**src/design/bvs_pkg.sv**
```systemverilog
// constants and types for the buck voltage setting register bank
// Function
// ceiling bits 7-6 select output voltage range
// setpoint writes above ceiling become the ceiling
// ceiling not 0x3F/0x00 locks range and ceiling
// power-on reset returns registers to reset contents
// enable bit off stops converter; global off overrides
// primary bit 7 reads zero; software writes zero
// setpoint bits 5-0 are a voltage code
// range codes map to bases and step sizes
// power-saving and choice bits reset zero, passed through
package bvs_pkg;
  localparam logic [7:0]  ADDR_BUCK2_CEIL = 8'h09;
  localparam logic [7:0]  ADDR_BUCK3_PRI  = 8'h0A;
  localparam logic [7:0]  ADDR_BUCK3_ALT  = 8'h0B;
  localparam logic [7:0]  ADDR_BUCK3_CEIL = 8'h0C;
  localparam logic [7:0]  ADDR_BUCK4_PRI  = 8'h0D;
  localparam logic [7:0]  REG_RESET       = 8'h00;
  localparam logic [7:0]  READ_UNMAPPED   = 8'h00;
  localparam int          RANGE_HI        = 7;
  localparam int          RANGE_LO        = 6;
  localparam int          CODE_HI         = 5;
  localparam int          CODE_LO         = 0;
  localparam int          ENABLE_BIT      = 7;
  localparam int          PSAVE_BIT       = 6;
  localparam int          CHOICE_BIT      = 6;
  localparam int          RESERVED_BIT_BIT        = 7;
  localparam logic [5:0]  CEIL_OPEN       = 6'h3F;
  localparam logic [5:0]  CEIL_ZERO       = 6'h00;
  localparam logic [1:0]  RANGE_FINE_LOW  = 2'h0;
  localparam logic [1:0]  RANGE_FINE_HIGH = 2'h1;
  localparam logic [1:0]  RANGE_MEDIUM    = 2'h2;
  localparam logic [1:0]  RANGE_COARSE    = 2'h3;
  // voltages in units of 0.5 mV
  localparam logic [12:0] V_BASE_500MV    = 13'h03E8;
  localparam logic [12:0] V_BASE_700MV    = 13'h0578;
  localparam logic [12:0] V_STEP_12MV5    = 13'h0019;
  localparam logic [12:0] V_STEP_25MV     = 13'h0032;
  localparam logic [12:0] V_STEP_50MV     = 13'h0064;

  typedef struct packed {
    logic [7:0] buck2_ceiling;
    logic [7:0] buck3_setpoint_primary;
    logic [7:0] buck3_setpoint_alternate;
    logic [7:0] buck3_ceiling;
    logic [7:0] buck4_setpoint_primary;
  } bvs_defaults_t;

  typedef struct packed {
    logic        register_choice_bit;
    logic [1:0]  range;
    logic [5:0]  code;
    logic [12:0] volt_half_mv;
  } bvs_setpoint_t;
endpackage : bvs_pkg

```
**src/design/bvs_regs.sv**
```systemverilog
// register bank holding buck converter voltage settings
module bvs_regs (
  input  wire logic                   CLK_IN,        // 200 MHz clock
  input  wire logic                   RESET_IN,      // power-on reset, sync
  input  wire logic                   OTP_LOAD_IN,   // reload defaults pulse
  input  wire bvs_pkg::bvs_defaults_t OTP_DATA_IN,   // default contents
  input  wire logic                   WR_EN_IN,      // register write strobe
  input  wire logic [7:0]             WR_ADDR_IN,    // write offset
  input  wire logic [7:0]             WR_DATA_IN,    // write data
  input  wire logic [7:0]             RD_ADDR_IN,    // read offset
  input  wire logic                   GLOBAL_OFF_IN, // global power-off
  input  wire logic [7:0]             B4_CEIL_IN,    // buck_four ceiling
  output logic [7:0]                  RD_DATA_OUT,   // read data, registered
  output logic [7:0]                  B2_CEIL_OUT,   // buck_two ceiling
  output logic                        B2_LOCK_OUT,   // buck_two ceiling lock
  output logic                        B3_LOCK_OUT,   // buck_three lock
  output logic                        B3_RUN_OUT,    // buck_three runs
  output logic                        B3_PSAVE_OUT,  // buck_three power save
  output bvs_pkg::bvs_setpoint_t      B3_PRI_OUT,    // buck_three primary
  output bvs_pkg::bvs_setpoint_t      B3_ALT_OUT,    // buck_three alternate
  output bvs_pkg::bvs_setpoint_t      B4_PRI_OUT     // buck_four primary
);

  logic [7:0]             b2_ceil_reg,  b2_ceil_next;
  logic [7:0]             b3_pri_reg,   b3_pri_next;
  logic [7:0]             b3_alt_reg,   b3_alt_next;
  logic [7:0]             b3_ceil_reg,  b3_ceil_next;
  logic [7:0]             b4_pri_reg,   b4_pri_next;
  logic [7:0]             rd_data_reg,  rd_data_next;
  logic                   run_reg,      run_next;
  bvs_pkg::bvs_setpoint_t sp_reg [3];
  bvs_pkg::bvs_setpoint_t sp_next [3];
  logic                   b2_lock_reg,  b2_lock_next;
  logic                   b3_lock_reg,  b3_lock_next;
  logic [7:0]             sp_raw [3];
  logic [7:0]             sp_ceil [3];

  // a ceiling of all ones or all zeros means not yet programmed
  function automatic logic is_locked(input logic [7:0] ceil);
    logic [5:0] c;
    c = ceil[bvs_pkg::CODE_HI:bvs_pkg::CODE_LO];
    return (c != bvs_pkg::CEIL_OPEN) && (c != bvs_pkg::CEIL_ZERO);
  endfunction

  function automatic logic [5:0] clamp(input logic [7:0] data,
                                       input logic [7:0] ceil);
    logic [5:0] d;
    logic [5:0] c;
    d = data[bvs_pkg::CODE_HI:bvs_pkg::CODE_LO];
    c = ceil[bvs_pkg::CODE_HI:bvs_pkg::CODE_LO];
    return (d > c) ? c : d;
  endfunction

  function automatic logic [12:0] decode(input logic [1:0] range,
                                         input logic [5:0] code);
    logic [12:0] base;
    logic [12:0] step;
    logic [12:0] span;
    base = bvs_pkg::V_BASE_500MV;
    step = bvs_pkg::V_STEP_12MV5;
    case (range)
      bvs_pkg::RANGE_FINE_LOW: begin
        base = bvs_pkg::V_BASE_500MV;
        step = bvs_pkg::V_STEP_12MV5;
      end
      bvs_pkg::RANGE_FINE_HIGH: begin
        base = bvs_pkg::V_BASE_700MV;
        step = bvs_pkg::V_STEP_12MV5;
      end
      bvs_pkg::RANGE_MEDIUM: begin
        base = bvs_pkg::V_BASE_500MV;
        step = bvs_pkg::V_STEP_25MV;
      end
      default: begin
        base = bvs_pkg::V_BASE_500MV;
        step = bvs_pkg::V_STEP_50MV;
      end
    endcase
    // product kept at 13 bits: the largest code times 50 mV still fits
    span = 13'({7'h00, code} * step);
    return 13'(base + span);
  endfunction

  // lock flags follow the next ceiling, so flag and ceiling move together
  assign b2_lock_next = is_locked(b2_ceil_next);
  assign b3_lock_next = is_locked(b3_ceil_next);

  // clamp on a setpoint write, with lock honoured on ceilings
  always_comb begin
    b2_ceil_next = b2_ceil_reg;
    b3_pri_next  = b3_pri_reg;
    b3_alt_next  = b3_alt_reg;
    b3_ceil_next = b3_ceil_reg;
    b4_pri_next  = b4_pri_reg;
    if (OTP_LOAD_IN) begin
      // reload overrides the lock, so apart from reset the lock ends only here
      b2_ceil_next = OTP_DATA_IN.buck2_ceiling;
      b3_ceil_next = OTP_DATA_IN.buck3_ceiling;
      b3_pri_next  = {1'b0,
                      OTP_DATA_IN.buck3_setpoint_primary[bvs_pkg::CHOICE_BIT],
                      clamp(OTP_DATA_IN.buck3_setpoint_primary,
                            OTP_DATA_IN.buck3_ceiling)};
      b3_alt_next  = {
        OTP_DATA_IN.buck3_setpoint_alternate[bvs_pkg::ENABLE_BIT],
        OTP_DATA_IN.buck3_setpoint_alternate[bvs_pkg::PSAVE_BIT],
        clamp(OTP_DATA_IN.buck3_setpoint_alternate,
              OTP_DATA_IN.buck3_ceiling)};
      b4_pri_next  = {1'b0,
                      OTP_DATA_IN.buck4_setpoint_primary[bvs_pkg::CHOICE_BIT],
                      clamp(OTP_DATA_IN.buck4_setpoint_primary,
                            B4_CEIL_IN)};
    end else if (WR_EN_IN) begin
      case (WR_ADDR_IN)
        bvs_pkg::ADDR_BUCK2_CEIL: begin
          if (!b2_lock_reg) begin
            b2_ceil_next = WR_DATA_IN;
          end
        end
        bvs_pkg::ADDR_BUCK3_CEIL: begin
          if (!b3_lock_reg) begin
            b3_ceil_next = WR_DATA_IN;
          end
        end
        bvs_pkg::ADDR_BUCK3_PRI: begin
          // reserved bit dropped even if software sets it
          b3_pri_next = {1'b0, WR_DATA_IN[bvs_pkg::CHOICE_BIT],
                         clamp(WR_DATA_IN, b3_ceil_reg)};
        end
        bvs_pkg::ADDR_BUCK3_ALT: begin
          b3_alt_next = {WR_DATA_IN[bvs_pkg::ENABLE_BIT],
                         WR_DATA_IN[bvs_pkg::PSAVE_BIT],
                         clamp(WR_DATA_IN, b3_ceil_reg)};
        end
        bvs_pkg::ADDR_BUCK4_PRI: begin
          b4_pri_next = {1'b0, WR_DATA_IN[bvs_pkg::CHOICE_BIT],
                         clamp(WR_DATA_IN, B4_CEIL_IN)};
        end
        default: begin
          b2_ceil_next = b2_ceil_reg;
        end
      endcase
    end
  end

  // read port answers the cycle after the address is presented
  always_comb begin
    case (RD_ADDR_IN)
      bvs_pkg::ADDR_BUCK2_CEIL: rd_data_next = b2_ceil_reg;
      bvs_pkg::ADDR_BUCK3_PRI:  rd_data_next = b3_pri_reg;
      bvs_pkg::ADDR_BUCK3_ALT:  rd_data_next = b3_alt_reg;
      bvs_pkg::ADDR_BUCK3_CEIL: rd_data_next = b3_ceil_reg;
      bvs_pkg::ADDR_BUCK4_PRI:  rd_data_next = b4_pri_reg;
      default:                  rd_data_next = bvs_pkg::READ_UNMAPPED;
    endcase
  end

  assign sp_raw[0]  = b3_pri_reg;
  assign sp_raw[1]  = b3_alt_reg;
  assign sp_raw[2]  = b4_pri_reg;
  assign sp_ceil[0] = b3_ceil_reg;
  assign sp_ceil[1] = b3_ceil_reg;
  assign sp_ceil[2] = B4_CEIL_IN;

  // the alternate register has no choice bit, its bit 6 is power save
  for (genvar i = 0; i < 3; i++) begin : g_decode
    always_comb begin
      sp_next[i].register_choice_bit =
        (i == 1) ? 1'b0 : sp_raw[i][bvs_pkg::CHOICE_BIT];
      sp_next[i].range =
        sp_ceil[i][bvs_pkg::RANGE_HI:bvs_pkg::RANGE_LO];
      sp_next[i].code =
        sp_raw[i][bvs_pkg::CODE_HI:bvs_pkg::CODE_LO];
      sp_next[i].volt_half_mv = decode(
        sp_ceil[i][bvs_pkg::RANGE_HI:bvs_pkg::RANGE_LO],
        sp_raw[i][bvs_pkg::CODE_HI:bvs_pkg::CODE_LO]);
    end
    // decoded view lags its register one edge, keeping the adder off the bus
    always_ff @(posedge CLK_IN) begin
      if (RESET_IN) begin
        sp_reg[i] <= '0;
      end else begin
        sp_reg[i] <= sp_next[i];
      end
    end
  end

  assign run_next = b3_alt_reg[bvs_pkg::ENABLE_BIT] & ~GLOBAL_OFF_IN;

  always_ff @(posedge CLK_IN) begin
    if (RESET_IN) begin
      b2_ceil_reg <= bvs_pkg::REG_RESET;
      b3_pri_reg  <= bvs_pkg::REG_RESET;
      b3_alt_reg  <= bvs_pkg::REG_RESET;
      b3_ceil_reg <= bvs_pkg::REG_RESET;
      b4_pri_reg  <= bvs_pkg::REG_RESET;
      rd_data_reg <= bvs_pkg::READ_UNMAPPED;
      run_reg     <= 1'b0;
      b2_lock_reg <= 1'b0;
      b3_lock_reg <= 1'b0;
    end else begin
      b2_ceil_reg <= b2_ceil_next;
      b3_pri_reg  <= b3_pri_next;
      b3_alt_reg  <= b3_alt_next;
      b3_ceil_reg <= b3_ceil_next;
      b4_pri_reg  <= b4_pri_next;
      rd_data_reg <= rd_data_next;
      run_reg     <= run_next;
      b2_lock_reg <= b2_lock_next;
      b3_lock_reg <= b3_lock_next;
    end
  end

  assign RD_DATA_OUT  = rd_data_reg;
  assign B2_CEIL_OUT  = b2_ceil_reg;
  assign B2_LOCK_OUT  = b2_lock_reg;
  assign B3_LOCK_OUT  = b3_lock_reg;
  assign B3_RUN_OUT   = run_reg;
  assign B3_PSAVE_OUT = b3_alt_reg[bvs_pkg::PSAVE_BIT];
  assign B3_PRI_OUT   = sp_reg[0];
  assign B3_ALT_OUT   = sp_reg[1];
  assign B4_PRI_OUT   = sp_reg[2];

endmodule // bvs_regs

```
**config.mk**
```make
export PLATFORM = sky130hd
export DESIGN_NAME = bvs_regs
export DESIGN_NICKNAME = d
export VERILOG_FILES = /design/src/design/bvs_pkg.sv /design/src/design/bvs_regs.sv
export SDC_FILE = /design/constraint.sdc
export NUM_CORES = 1
export LEC_CHECK = 0
export BUFFER_PORTS_ARGS = -buffer_cell sky130_fd_sc_hd__clkbuf_2
export CAP_MARGIN = 20
export CORE_MARGIN = 4
export CORE_UTILIZATION = 45
export CTS_BUF_LIST = sky130_fd_sc_hd__clkbuf_8
export DETAILED_ROUTE_END_ITERATION = 8
export PLACE_DENSITY = 0.8
export RECOVER_POWER = 100
export SYNTH_ARGS = -nofsm -noshare
export SYNTH_HDL_FRONTEND = slang
export SYNTH_SLANG_ARGS = --single-unit
```
**constraint.sdc**
```tcl
create_clock -name CLK_IN -period 5.7 [get_ports CLK_IN]
set_clock_uncertainty 0.1 [all_clocks]
set_input_delay 1.14 -clock CLK_IN [delete_from_list [all_inputs] [get_ports CLK_IN]]
set_output_delay 1.14 -clock CLK_IN [all_outputs]
set_load 0.01 [all_outputs]
```
# [After elaboration in Yosys (flattened, before gate mapping)]
# Memories as Yosys holds them, arrays and structs flattened.
# Cells that the tools add are included.
[word_totals] regBits=49 output_inout_bits=86 in_bits=77 mem_count=1 mem_bits_rw=66
[mem_list] name="sp_reg" depth=3 word_bits=22 read_ports=3 rd_ports_with_merged_regs=0 wr=3 line="bvs_regs.sv:31" text="bvs_pkg::bvs_setpoint_t sp_reg [3];"
[op_classes] n_lt_le_gt_ge=5 eq_ne=18 bitwise=5 add_sub_neg=3 n_reduce_logical=19 n_mul=3 n_mux=33
[ops] op="$mux 8" count=11
[ops] op="$eq 8x4->1 const B" count=10
[ops] op="$mux 22" count=3
[ops] op="$mux 7" count=6
[ops] op="$pmux 8 s5" count=1
[ops] op="$add 13x13->13" count=3
[ops] op="$mul 6x13->13" count=3
[ops] op="$gt 6x6->1" count=5
[ops] op="$mux 6" count=5
[ops] op="$pmux 7 s2" count=2
[ops] op="$mux 11" count=2
[ops] op="$ne 6x6->1 const B" count=2
[ops] op="$reduce_bool 2->1" count=6
[ops] op="$reduce_bool 6->1" count=2
[ops] op="$reduce_and 2->1" count=3
[ops] op="$reduce_and 3->1" count=2
[ops] op="$eq 2x1->1 const B" count=2
[ops] op="$eq 2x2->1 const B" count=2
[ops] op="$logic_not 2->1" count=2
[ops] op="$ne 2x2->1 const B" count=2
[ops] op="$reduce_or 2->1" count=2
[ops] op="$mux 1" count=3
[ops] op="$or 1x1->1" count=3
[ops] op="$logic_and 1x1->1" count=2
[ops] op="other kinds (2)" count=2

# [Logic depth before layout (Yosys ltp)]
# Gate-level depths: netlist of the first run.
[logic_depth] depth_word=6 ltp_mapped=19 ltp_nobuf=18

# [Least setup slack after synthesis of the first run]
# No wires, ideal clock.
[synth_timing] kind="input to register" start="in B4_CEIL_IN[7]" end="mem sp_reg[2][12] (netlist bit)" slack_ps=111 cell_stages=18 setup_time_ps=71 required_time_ps=5529 t_arrival_ps=5418 cell_sequence="clkbuf_1 > clkbuf_1 > nor2b_1 > fa_1 > inv_1 > fa_1 > inv_1 > fa_1 > inv_1 > fa_1 > inv_1 > fa_1 > a21o_1 > a21oi_1 > o21bai_1 > a2111oi_0 > o21ai_0 > a21oi_1"
[synth_lines] item="start: declaration" line="bvs_regs.sv:12" text="input wire logic [7:0] B4_CEIL_IN,"
[synth_lines] item="end: declaration" line="bvs_regs.sv:31"

==> flow_metrics.py, run 1 <==
metrics = {
    "logic_synthesis": {
        "syn_area_per_cell_um2": 9.08,
        "synth_edf_count": 0,
        "syn_inst": 1014,
        "synth_flop_cell": "dfxtp_1",
        "synth_cell_type_count": 67,
        "synth_fp_nets": 1271,
        "synth_area_leaders": "dfxtp_1, fa_1, ha_1",
        "yosysTopAreaCell": "dfxtp_1",
        "synth-simple-area-share": 0.194,
        "synth_seq_cells": 112,
        "synth_top_family_by_area": "adder cells",
        "synthXorXnorAreaFrac": 0.0114,
        "syn_area_mm2": 0.00921,
        "synthAdderAreaFrac": 0.308,
        "synth-compound-area-share": 0.104,
        "yosys_warnings": 0,
        "async_flop_share": 0,
        "synthMuxAreaShare": 0.0584,
        "yosysSeqAreaShare": 0.244,
        "yosys.area.top_type_share": 0.244,
    },
    "sta": {
        "max_freq_mhz": 189,
        "fin_crit_sh": 0.930,
        "rsz0062_at_grt": "false",
        "holdWs_ns": 0.431,
        "setup_viol": 0,
        "drv_slew": 42,
        "relSlewSlack": -0.163,
        "worstMarginPinSlew_ns": 1.74,
        "finalCriticalPeriod_ns": 5.30,
        "hold_violations": 0,
    },
    "critical_path": {
        "cp.required_ns": 5.89,
        "crit_path_cell_trace": "buf_4, nand2_1, and2_0, fa_1, inv_1, fa_1, inv_1, fa_1, inv_1, fa_1, inv_1, ha_1, a21o_1, a21oi_1, o21ai_0, a2111oi_0, or3_1, mux2_2",
        "cp_max_fo": 14,
        "cp-start-kind": "register",
        "cp-end-kind": "register",
        "critPathMaxStageDelay_ns": 0.59,
        "slowest_stage": "fa_1",
        "critical_path_class": "register to register",
        "cp_data_arrival_time_ns": 5.49,
    },
    "grt": {
        "grt_usage": 0.208,
        "antenna_found_initial": 0,
        "grt_remaining_overflow": 0,
        "grt_max_degree": 76,
        "grt_pass1_wl_um": 37300,
        "grt_pass1_vias": 7483,
    },
    "place": {
        "gp_congestion": 0.886,
        "dp_hpwl_um": 18900,
        "place.port_buffers": 159,
        "dp_cells": 1412,
        "post_dp_cell_area_mm2": 0.0102,
    },
    "clock_tree": {
        "cts_buffer_depth": 2,
        "cts.sinks": 112,
        "numCtsBuffers": 9,
        "cts_tree": "yes",
        "cts_hold_buf": 0,
        "post_cts_buffers": 0,
        "htreeDepth": 3,
        "cts_resized": 0,
        "clock_latency_ns": 0.40,
        "clk_pin_slew_ns": 0.12,
        "root_buffer": "clkbuf_8",
    },
    "die": {
        "initial_core_util": 0.456,
        "num_rows": 52,
        "coreArea_mm2": 0.0202,
        "ios": 163,
        "die_w_um": 151,
        "die_y_um": 151,
        "die-area_mm2": 0.0228,
    },
    "route": {
        "via_per_inst": 5.33,
        "drt-pass1-iter-count": 5,
        "routed_wirelength_um": 23300,
        "drt.antenna.violating_nets": 0,
        "wl_per_cell_um": 16.3,
        "vias": 7616,
        "drcViolationCount": 0,
        "drt-initial-drc-count": 568,
    },
    "pwr": {
        "total_power_uw": 2550,
        "irDropWorstVdd_uv": 101,
        "p_leak_uw": 0.00507,
        "p_per_area_mw_per_mm2": 247,
    },
    "run_status": {
        "status": "complete, but fails checks",
        "violations": "max-capacitance violations, max-slew violations",
    },
    "cells_and_area": {
        "fin_area_mm2": 0.0103,
        "drive_gt1_frac": 0.123,
        "largest_reg_flops": 63,
        "nFillCells": 1930,
        "fin_cells": 1428,
        "diodes": 0,
        "final_util": 0.512,
        "ff_latch_area_mm2": 0.00224,
        "nNetsFinal": 1410,
        "syn2layout_area_growth_pct": 12.2,
        "multi_input_area_mm2": 0.00621,
    },
    "run": {
        "drv_cap": 1,
    },
    "min_path": {
        "hold_class": "register to register",
    },
}
-- path summary, 6_finish.rpt --
path                                startpoint        endpoint  slack [ns]  cells after the start
worst min register to register  b3_ceil_reg[4]  RD_DATA_OUT[4]        0.43                      2
worst max-delay path            b3_ceil_reg[6]   sp_reg[1][11]        0.40                     18
worst min-delay path            b3_ceil_reg[4]  RD_DATA_OUT[4]        0.43                      2
worst max register to register  b3_ceil_reg[6]   sp_reg[1][11]        0.40                     18
-- critical path, delay by kind of cell (launching register included) --
family                   cells  cell delay [ns]
multiplexers                 1             0.32
adder cells (fa/ha/maj)      5             2.36
AND/OR/NAND/NOR              3             0.71
AO/OA/AOI/OAI                4             0.92
buffers and inverters        5             0.42
flip-flops                   1             0.35
-- where the power goes --
| part | switching [uW] | internal [uW] | leakage (uW) |
|---|---|---|---|
| clock | 289 | 249 | 0.000113 |
| sequential | 52.1 | 886 | 0.000922 |
| combinational | 604 | 472 | 0.00403 |
-- layout make-up --
cell class / instances / share of cell area
well taps: 270 / 0.0327
multi-input cells: 712 / 0.601
flip-flops and latches: 112 / 0.217
clock buffers: 9 / 0.0120
repair buffers: 170 / 0.0740
clock inverters: 7 / 0.00933
inverters: 148 / 0.0538
-- metrics by stage --
stage          setup WS, ns  setup TNS [ns]
6_report              0.399               0
5_1_grt              0.0492               0
4_1_cts               0.409               0
3_5_place_dp       -0.00278        -0.00278
3_3_place_gp         0.0578               0
2_1_floorplan         0.111               0
-- per-layer routing --
metal | global-route usage | up-vias | part of all wire
met3 | 0.0335 | 53 | 0.069
li1 | - | 3671 | -
met2 | 0.334 | 323 | 0.45
met1 | 0.282 | 3569 | 0.44
met4 | 0.0780 | 0 | 0.033
met5 | 0 | - | 0
-- cells in the mapped netlist (14+ instances only) --
cell type	count
o21ai_0	14
ha_1	102
nand2b_1	21
nand3_1	14
clkbuf_1	28
dfxtp_1	112
nor2_1	67
a21oi_1	37
mux2_2	32
o22ai_1	14
nor3_1	23
a21o_1	17
and2_1	33
inv_1	147
and3_1	14
mux2i_1	15
nand2_1	55
fa_1	78
nor2b_1	54
-- logic make-up after synthesis --
group,after synthesis
flops,112
fa+ha+maj,180
buf+inv,190
simple gates,327
compound gates,143
other cells,1
xor+xnor,12
mux,49
-- placed cells by master, fill, tap and decap left out, types with 8 or more instances in the layout --
cell      synthesis  routed
a21o_1           17      17
a21oi_1          37      37
a22oi_1           8       8
a311oi_1          9       9
a31oi_1           8       8
and2_0            1      11
and2_1           33      23
and3_1           14      14
buf_4             3      10
clkbuf_1         28      89
clkbuf_2          1      71
clkbuf_8          0       9
dfxtp_1         112     112
fa_1             78      78
ha_1            102     102
inv_1           147     148
mux2_2           32      31
mux2i_1          15      17
nand2_1          55      55
nand2b_1         21      21
nand3_1          14      14
nor2_1           67      67
nor2b_1          54      54
nor3_1           23      24
nor4_1            8       8
o21ai_0          14      14
o22ai_1          14      14
xnor2_1           8       8
No activity file was read; power rests on OpenSTA's default activity.
==> run 2, diff against run 1 <==
--- a/config.mk
+++ b/config.mk
@@ -5,6 +5,7 @@
 export SDC_FILE = /design/constraint.sdc
 export NUM_CORES = 1
 export LEC_CHECK = 0
+export ABC_AREA = 1
 export BUFFER_PORTS_ARGS = -buffer_cell sky130_fd_sc_hd__clkbuf_2
 export CAP_MARGIN = 20
 export CORE_MARGIN = 4
==> run 2 against run 1 <==
  * The flow still finishes with violations (max-capacitance violations, max-slew violations)
  * Sequential share of layout area about the same
  * Via count increased by 8.2%
  * Synthesized cell count increased by 22%
  * Die area increased by 0.24%
  * Sequential power decreased by 0.9%
  * Clock power decreased by 3%
  * Register-to-register slack improved by 0.38 ns
  * Maximum frequency increased by 5.3%
  * Sequential cell count unchanged
  * Non-clock buffer count decreased by 4
  * Global-route usage increased by 1.0 points
  * Combinational power about the same
  * Critical endpoint is now sp_reg[2][12]
  * Highest routed layer unchanged
==> flow_metrics.py, run 2 <==
metrics = {
    "sta": {
        "fin_crit_sh": 0.883,
        "hold_violations": 0,
        "drv_slew": 152,
        "setup_viol": 0,
        "finalCriticalPeriod_ns": 5.03,
        "worstMarginPinSlew_ns": 3.31,
        "rsz0062_at_grt": "false",
        "relSlewSlack": -1.21,
        "max_freq_mhz": 199,
        "tns_ns": 0,
    },
    "min_path": {
        "hold_class": "register to register",
    },
    "cells_and_area": {
        "diodes": 0,
        "syn2layout_area_growth_pct": 11.9,
        "final_cell_mix": "inv_1, nand2_1, nor2_1",
        "layout.cells.most_common": "inv_1",
        "drive_gt1_frac": 0.0864,
        "nNetsFinal": 1641,
        "fin_area_mm2": 0.0103,
        "largest_reg_flops": 63,
        "fin_cells": 1659,
    },
    "critical_path": {
        "cp.required_ns": 5.95,
        "crit_cells": 22,
        "cp-end-kind": "register",
        "critPathMaxStageDelay_ns": 0.54,
        "crit_path_cell_trace": "clkbuf_2, nand2_1, inv_1, nor2_1, fa_1, inv_1, fa_1, inv_1, fa_1, inv_1, fa_1, inv_1, fa_1, nand3_1, nand2_1, a21oi_1, nor2_1, o21ai_0, nand2_1, nand2_1, nand2_1, nor2_1",
        "cp-start-kind": "input pin",
        "crit_family": "adder cells",
        "cp_max_fo": 9,
        "critical_path_class": "input pin to register",
        "crit_path_end": "sp_reg[2][12]",
        "r2r-start": "b3_ceil_reg[6]",
        "r2r_cells": 19,
        "cp_data_arrival_time_ns": 5.28,
        "slowest_stage": "fa_1",
        "worstReg2RegEnd": "sp_reg[1][12]",
        "reg2reg_slack_ns": 0.78,
        "critPathLaunch": "B4_CEIL_IN[7]",
        "crit_buf_inv": 6,
    },
    "logic_synthesis": {
        "syn_inst": 1240,
        "yosys.area.top_type_share": 0.243,
        "yosys_warnings": 0,
        "yosysTopAreaCell": "dfxtp_1",
        "syn_area_mm2": 0.00923,
        "synth_fp_nets": 1497,
        "synth.most_common_cell": "inv_1",
        "async_flop_share": 0,
        "syn_area_per_cell_um2": 7.44,
        "synth_seq_cells": 112,
        "synth_edf_count": 0,
        "yosysSeqAreaShare": 0.243,
        "synthTopCellsByCount": "inv_1, nand2_1, nor2_1, dfxtp_1, ha_1",
        "synth_cell_type_count": 45,
        "synth_flop_cell": "dfxtp_1",
        "synth_area_leaders": "dfxtp_1, fa_1, ha_1",
    },
    "route": {
        "drcViolationCount": 0,
        "drt-pass1-iter-count": 5,
        "vias": 8238,
        "routed_wirelength_um": 24000,
        "via_per_inst": 4.97,
        "drt.antenna.violating_nets": 0,
        "wl_per_cell_um": 14.5,
        "drt-initial-drc-count": 532,
    },
    "die": {
        "die_y_um": 151,
        "ios": 163,
        "initial_core_util": 0.456,
        "die-area_mm2": 0.0229,
        "die_w_um": 151,
        "num_rows": 52,
        "coreArea_mm2": 0.0202,
    },
    "run": {
        "drv_cap": 3,
    },
    "clock_tree": {
        "cts_buffer_depth": 2,
        "cts_tree": "yes",
        "numCtsBuffers": 9,
        "root_buffer": "clkbuf_8",
        "clk_pin_slew_ns": 0.11,
        "htreeDepth": 3,
        "cts_hold_buf": 0,
        "clock_latency_ns": 0.41,
        "post_cts_buffers": 0,
        "cts_resized": 0,
        "cts.sinks": 112,
    },
    "run_status": {
        "violations": "max-capacitance violations, max-slew violations",
        "status": "complete, but fails checks",
    },
    "pwr": {
        "irDropWorstVdd_uv": 148,
        "total_power_uw": 2550,
        "p_leak_uw": 0.00550,
        "p_per_area_mw_per_mm2": 246,
    },
    "place": {
        "post_dp_cell_area_mm2": 0.0102,
        "gp_congestion": 0.885,
        "dp_cells": 1643,
        "dp_hpwl_um": 19500,
        "place.port_buffers": 159,
    },
    "grt": {
        "grt_usage": 0.218,
        "grt_pass1_vias": 8324,
        "antenna_found_initial": 0,
        "grt_remaining_overflow": 0,
        "grt_pass1_wl_um": 39100,
        "grt_max_degree": 78,
    },
}
-- run 2: changes by cell type in the layout (fill, tap and decap cells not counted), sizes merged, moves of 34 or more --
cell	delta
nor2	+117
nor2b	-54
nand3	+59
o21ai	+38
and2	-34
inv	+103
nand2	+179
-- run 2: how the worst min path moves through the flow --
stage | cells past startpoint | slack (ns) | end | start
floorplan | 2 | 0.32 | sp_reg[2][21] | b4_pri_reg[6]
global placement | 2 | 0.36 | b3_pri_reg[6] | b3_pri_reg[6]
detailed placement | 2 | 0.36 | b3_pri_reg[6] | b3_pri_reg[6]
CTS | 2 | 0.38 | b3_pri_reg[6] | b3_pri_reg[6]
global route | 2 | 0.41 | b3_pri_reg[6] | b3_pri_reg[6]
finish | 2 | 0.38 | b3_pri_reg[6] | b3_pri_reg[6]
-- run 2: report_power, final --
group | internal [uW] | switching, uW
Combinational | 407 | 686
Clock | 214 | 309
Sequential | 890 | 39.4
Total | 1510 | 1030
-- run 2: through the flow --
stage / hold slack (ns) / util / setup slack [ns]
2_1_floorplan: 0.317 / - / 0.495
3_3_place_gp: 0.358 / 0.506 / 0.370
3_5_place_dp: 0.360 / 0.506 / 0.279
4_1_cts: 0.385 / 0.516 / 0.727
5_1_grt: 0.415 / 0.511 / 0.318
6_report: 0.384 / 0.511 / 0.666
-- run 2: layout make-up --
class	instances	area (um2)
clock inverter	7	87.6
fill	2000	9900
sequential	112	2240
tap	270	338
timing repair buffer	166	732
clock buffer	9	124
inverter	254	955
multi-input combinational	841	5850
-- run 2: logic make-up (layout without fill, tap and decap cells) --
kind of cell | after synthesis | count (layout) | synth area share
buffers and inverters | 287 | 436 | 0.123
AOI/OAI and AO/OA | 152 | 152 | 0.0930
DFF | 112 | 112 | 0.243
adders and majority gates | 180 | 180 | 0.307
other | 1 | 1 | 0.000406
xor gates and xnor gates | 3 | 3 | 0.00285
and+or+nand+nor | 505 | 505 | 0.231
-- run 2: metal layers --
| layer | GRT usage | vias to the layer above | share of wire |
|---|---|---|---|
| li1 | - | 4120 | - |
| met1 | 0.271 | 3815 | 0.42 |
| met2 | 0.377 | 257 | 0.49 |
| met3 | 0.0383 | 46 | 0.063 |
| met4 | 0.0825 | 0 | 0.026 |
| met5 | 0 | - | 0 |
-- run 2: tightest hold or removal path, delay by kind of cell (launching register included) --
kind            cells  cell delay (ns)
compound gates      1             0.06
flops               1             0.33
simple gates        1             0.06
==> run 3, diff against run 2 <==
--- a/config.mk
+++ b/config.mk
@@ -14,6 +14,7 @@
 export DETAILED_ROUTE_END_ITERATION = 8
 export PLACE_DENSITY = 0.8
 export RECOVER_POWER = 100
+export REMOVE_ABC_BUFFERS = 1
 export SYNTH_ARGS = -nofsm -noshare
 export SYNTH_HDL_FRONTEND = slang
 export SYNTH_SLANG_ARGS = --single-unit
==> run 3 against run 2 <==
  * Clock power fell by 16%
  * Critical path depth fell by 3
  * Setup slack improved by 0.0052 ns
  * Global-route usage fell by 0.63 points
  * Non-clock buffer count did not move
  * Cell count barely moved
  * Die area did not move
  * Maximum frequency rose by 0.10%
  * Critical endpoint is now sp_reg[1][12]
  * Sequential share of layout area rose by 0.11 points
  * Count of clock-buffer cells in the layout rose by 1
  * The run still ends with max-capacitance violations, max-slew violations left
  * Total power fell by 3.2%
  * Sequential cell count did not move
==> flow_metrics.py, run 3 (synthesis results as in run 2) <==
metrics = {
    "run_status": {
        "status": "complete, but fails checks",
        "violations": "max-capacitance violations, max-slew violations",
    },
    "pwr": {
        "irDropWorstVdd_uv": 169,
        "pwr-share-comb": 0.445,
        "pwr-share-clk": 0.178,
        "internal_power_uw": 1460,
        "p_per_area_mw_per_mm2": 240,
        "swShare": 0.406,
        "p_sw_uw": 1000,
        "p_leak_uw": 0.00548,
        "power_frac_seq": 0.377,
        "total_power_uw": 2460,
    },
    "clock_tree": {
        "cts_resized": 0,
        "htreeDepth": 3,
        "cts_buffer_depth": 2,
        "clock_latency_ns": 0.40,
        "cts_tree": "yes",
        "cts.sinks": 112,
        "root_buffer": "clkbuf_8",
        "cts_hold_buf": 0,
        "clk_pin_slew_ns": 0.10,
        "post_cts_buffers": 0,
        "numCtsBuffers": 9,
    },
    "sta": {
        "rsz0062_at_grt": "false",
        "setup_viol": 0,
        "relSlewSlack": -1.27,
        "drv_slew": 152,
        "hold_violations": 0,
        "finalCriticalPeriod_ns": 5.03,
        "fin_crit_sh": 0.882,
        "holdWs_ns": 0.370,
        "max_freq_mhz": 199,
        "tns_ns": 0,
        "worstMarginPinSlew_ns": 3.41,
    },
    "cells_and_area": {
        "drive_gt1_frac": 0.0821,
        "largest_reg_flops": 63,
        "final_cell_mix": "inv_1, nand2_1, nor2_1",
        "fin_area_mm2": 0.0103,
        "syn2layout_area_growth_pct": 11.4,
        "layout.cells.most_common": "inv_1",
        "nNetsFinal": 1641,
        "fin_cells": 1660,
        "nFillCells": 1962,
    },
    "critical_path": {
        "critical_path_class": "register to register",
        "crit_family": "adder cells",
        "cp-end-kind": "register",
        "crit_path_cell_trace": "nand2_1, clkbuf_1, nor2_1, fa_1, fa_1, fa_1, inv_1, fa_1, inv_1, ha_1, a21oi_1, nand2_1, a21oi_1, nor2_1, o21ai_0, nand2_1, nand2_1, nand2_1, nor2_1",
        "cp.required_ns": 5.93,
        "critPathMaxStageDelay_ns": 0.55,
        "path_common_cell": "nand2_1",
        "crit_buf_inv": 3,
        "cp_max_fo": 10,
        "cp_data_arrival_time_ns": 5.26,
        "cp-start-kind": "register",
        "slowest_stage": "fa_1",
    },
    "route": {
        "vias": 8292,
        "via_per_inst": 5.00,
        "routed_wirelength_um": 23900,
        "drt-pass1-iter-count": 6,
        "drt.antenna.violating_nets": 0,
        "drcViolationCount": 0,
        "drt-initial-drc-count": 647,
        "wl_per_cell_um": 14.4,
    },
    "place": {
        "dp_cells": 1643,
        "gp_congestion": 0.958,
        "place.port_buffers": 159,
        "post_dp_cell_area_mm2": 0.0102,
        "dp_hpwl_um": 19500,
    },
    "min_path": {
        "hold_class": "register to register",
    },
    "die": {
        "die_w_um": 151,
        "die-area_mm2": 0.0229,
        "coreArea_mm2": 0.0202,
        "initial_core_util": 0.456,
        "ios": 163,
        "num_rows": 52,
        "die_y_um": 151,
    },
    "grt": {
        "grt_remaining_overflow": 0,
        "grt_pass1_vias": 7966,
        "grt_max_degree": 78,
        "grt_usage": 0.212,
        "grt_pass1_wl_um": 38200,
        "antenna_found_initial": 0,
    },
    "run": {
        "drv_cap": 3,
    },
}
-- run 3: cell count changes in the layout (fill, tap and decap cells not counted), sizes merged --
| cell | before | now |
|---|---|---|
| bufinv | 1 | 0 |
| inv | 252 | 251 |
| clkbuf | 170 | 172 |
| diode | 0 | 2 |
| buf | 5 | 4 |
-- run 3: through the flow --
step,utilization,worst slack [ns]
2_1_floorplan,-,0.753
3_3_place_gp,0.506,0.462
3_5_place_dp,0.506,0.455
4_1_cts,0.514,0.859
5_1_grt,0.508,0.214
6_report,0.508,0.671
-- run 3: metal layers --
| layer | share of wire | track usage |
|---|---|---|
| met2 | 0.48 | 0.363 |
| met1 | 0.42 | 0.270 |
| met5 | 0 | 0 |
| met4 | 0.022 | 0.0635 |
| met3 | 0.077 | 0.0425 |
-- run 3: final timing paths --
kind	start	end	slack (ns)	cells past startpoint
max	b3_ceil_reg[6]	sp_reg[1][12]	0.67	19
min	b3_pri_reg[6]	b3_pri_reg[6]	0.37	2
max reg2reg	b3_ceil_reg[6]	sp_reg[1][12]	0.67	19
min reg2reg	b3_pri_reg[6]	b3_pri_reg[6]	0.37	2
-- run 3: cell type report --
cell class                      instances  area (um2)  area share
Multi-Input combinational cell        841        5850       0.569
Sequential cell                       112        2240       0.218
Clock inverter                          5        26.3     0.00256
Timing Repair Buffer                  166         727      0.0707
Tap cell                              270         338      0.0329
Inverter                              254         955      0.0929
Antenna cell                            2        5.00    0.000487
Clock buffer                           10         138      0.0134
-- run 3: power by group through the flow --
| stage | combinational (uW) | clock, uW | sequential (uW) |
|---|---|---|---|
| floorplan | 731 | 0 | 992 |
| global placement | 1070 | 0 | 948 |
| detailed placement | 1120 | 0 | 949 |
| CTS | 1130 | 454 | 930 |
| global route | 1290 | 475 | 939 |
| finish | 1100 | 438 | 929 |
-- run 3: worst register-to-register path, stage by stage (launching register included) --
cell,delay (ns)
dfxtp_1,0.32
nand2_1,0.25
clkbuf_1,0.47
nor2_1,0.17
fa_1,0.53
fa_1,0.53
fa_1,0.55
inv_1,0.06
fa_1,0.53
inv_1,0.04
ha_1,0.34
a21oi_1,0.15
nand2_1,0.11
a21oi_1,0.25
nor2_1,0.07
o21ai_0,0.15
nand2_1,0.09
nand2_1,0.06
nand2_1,0.05
nor2_1,0.15
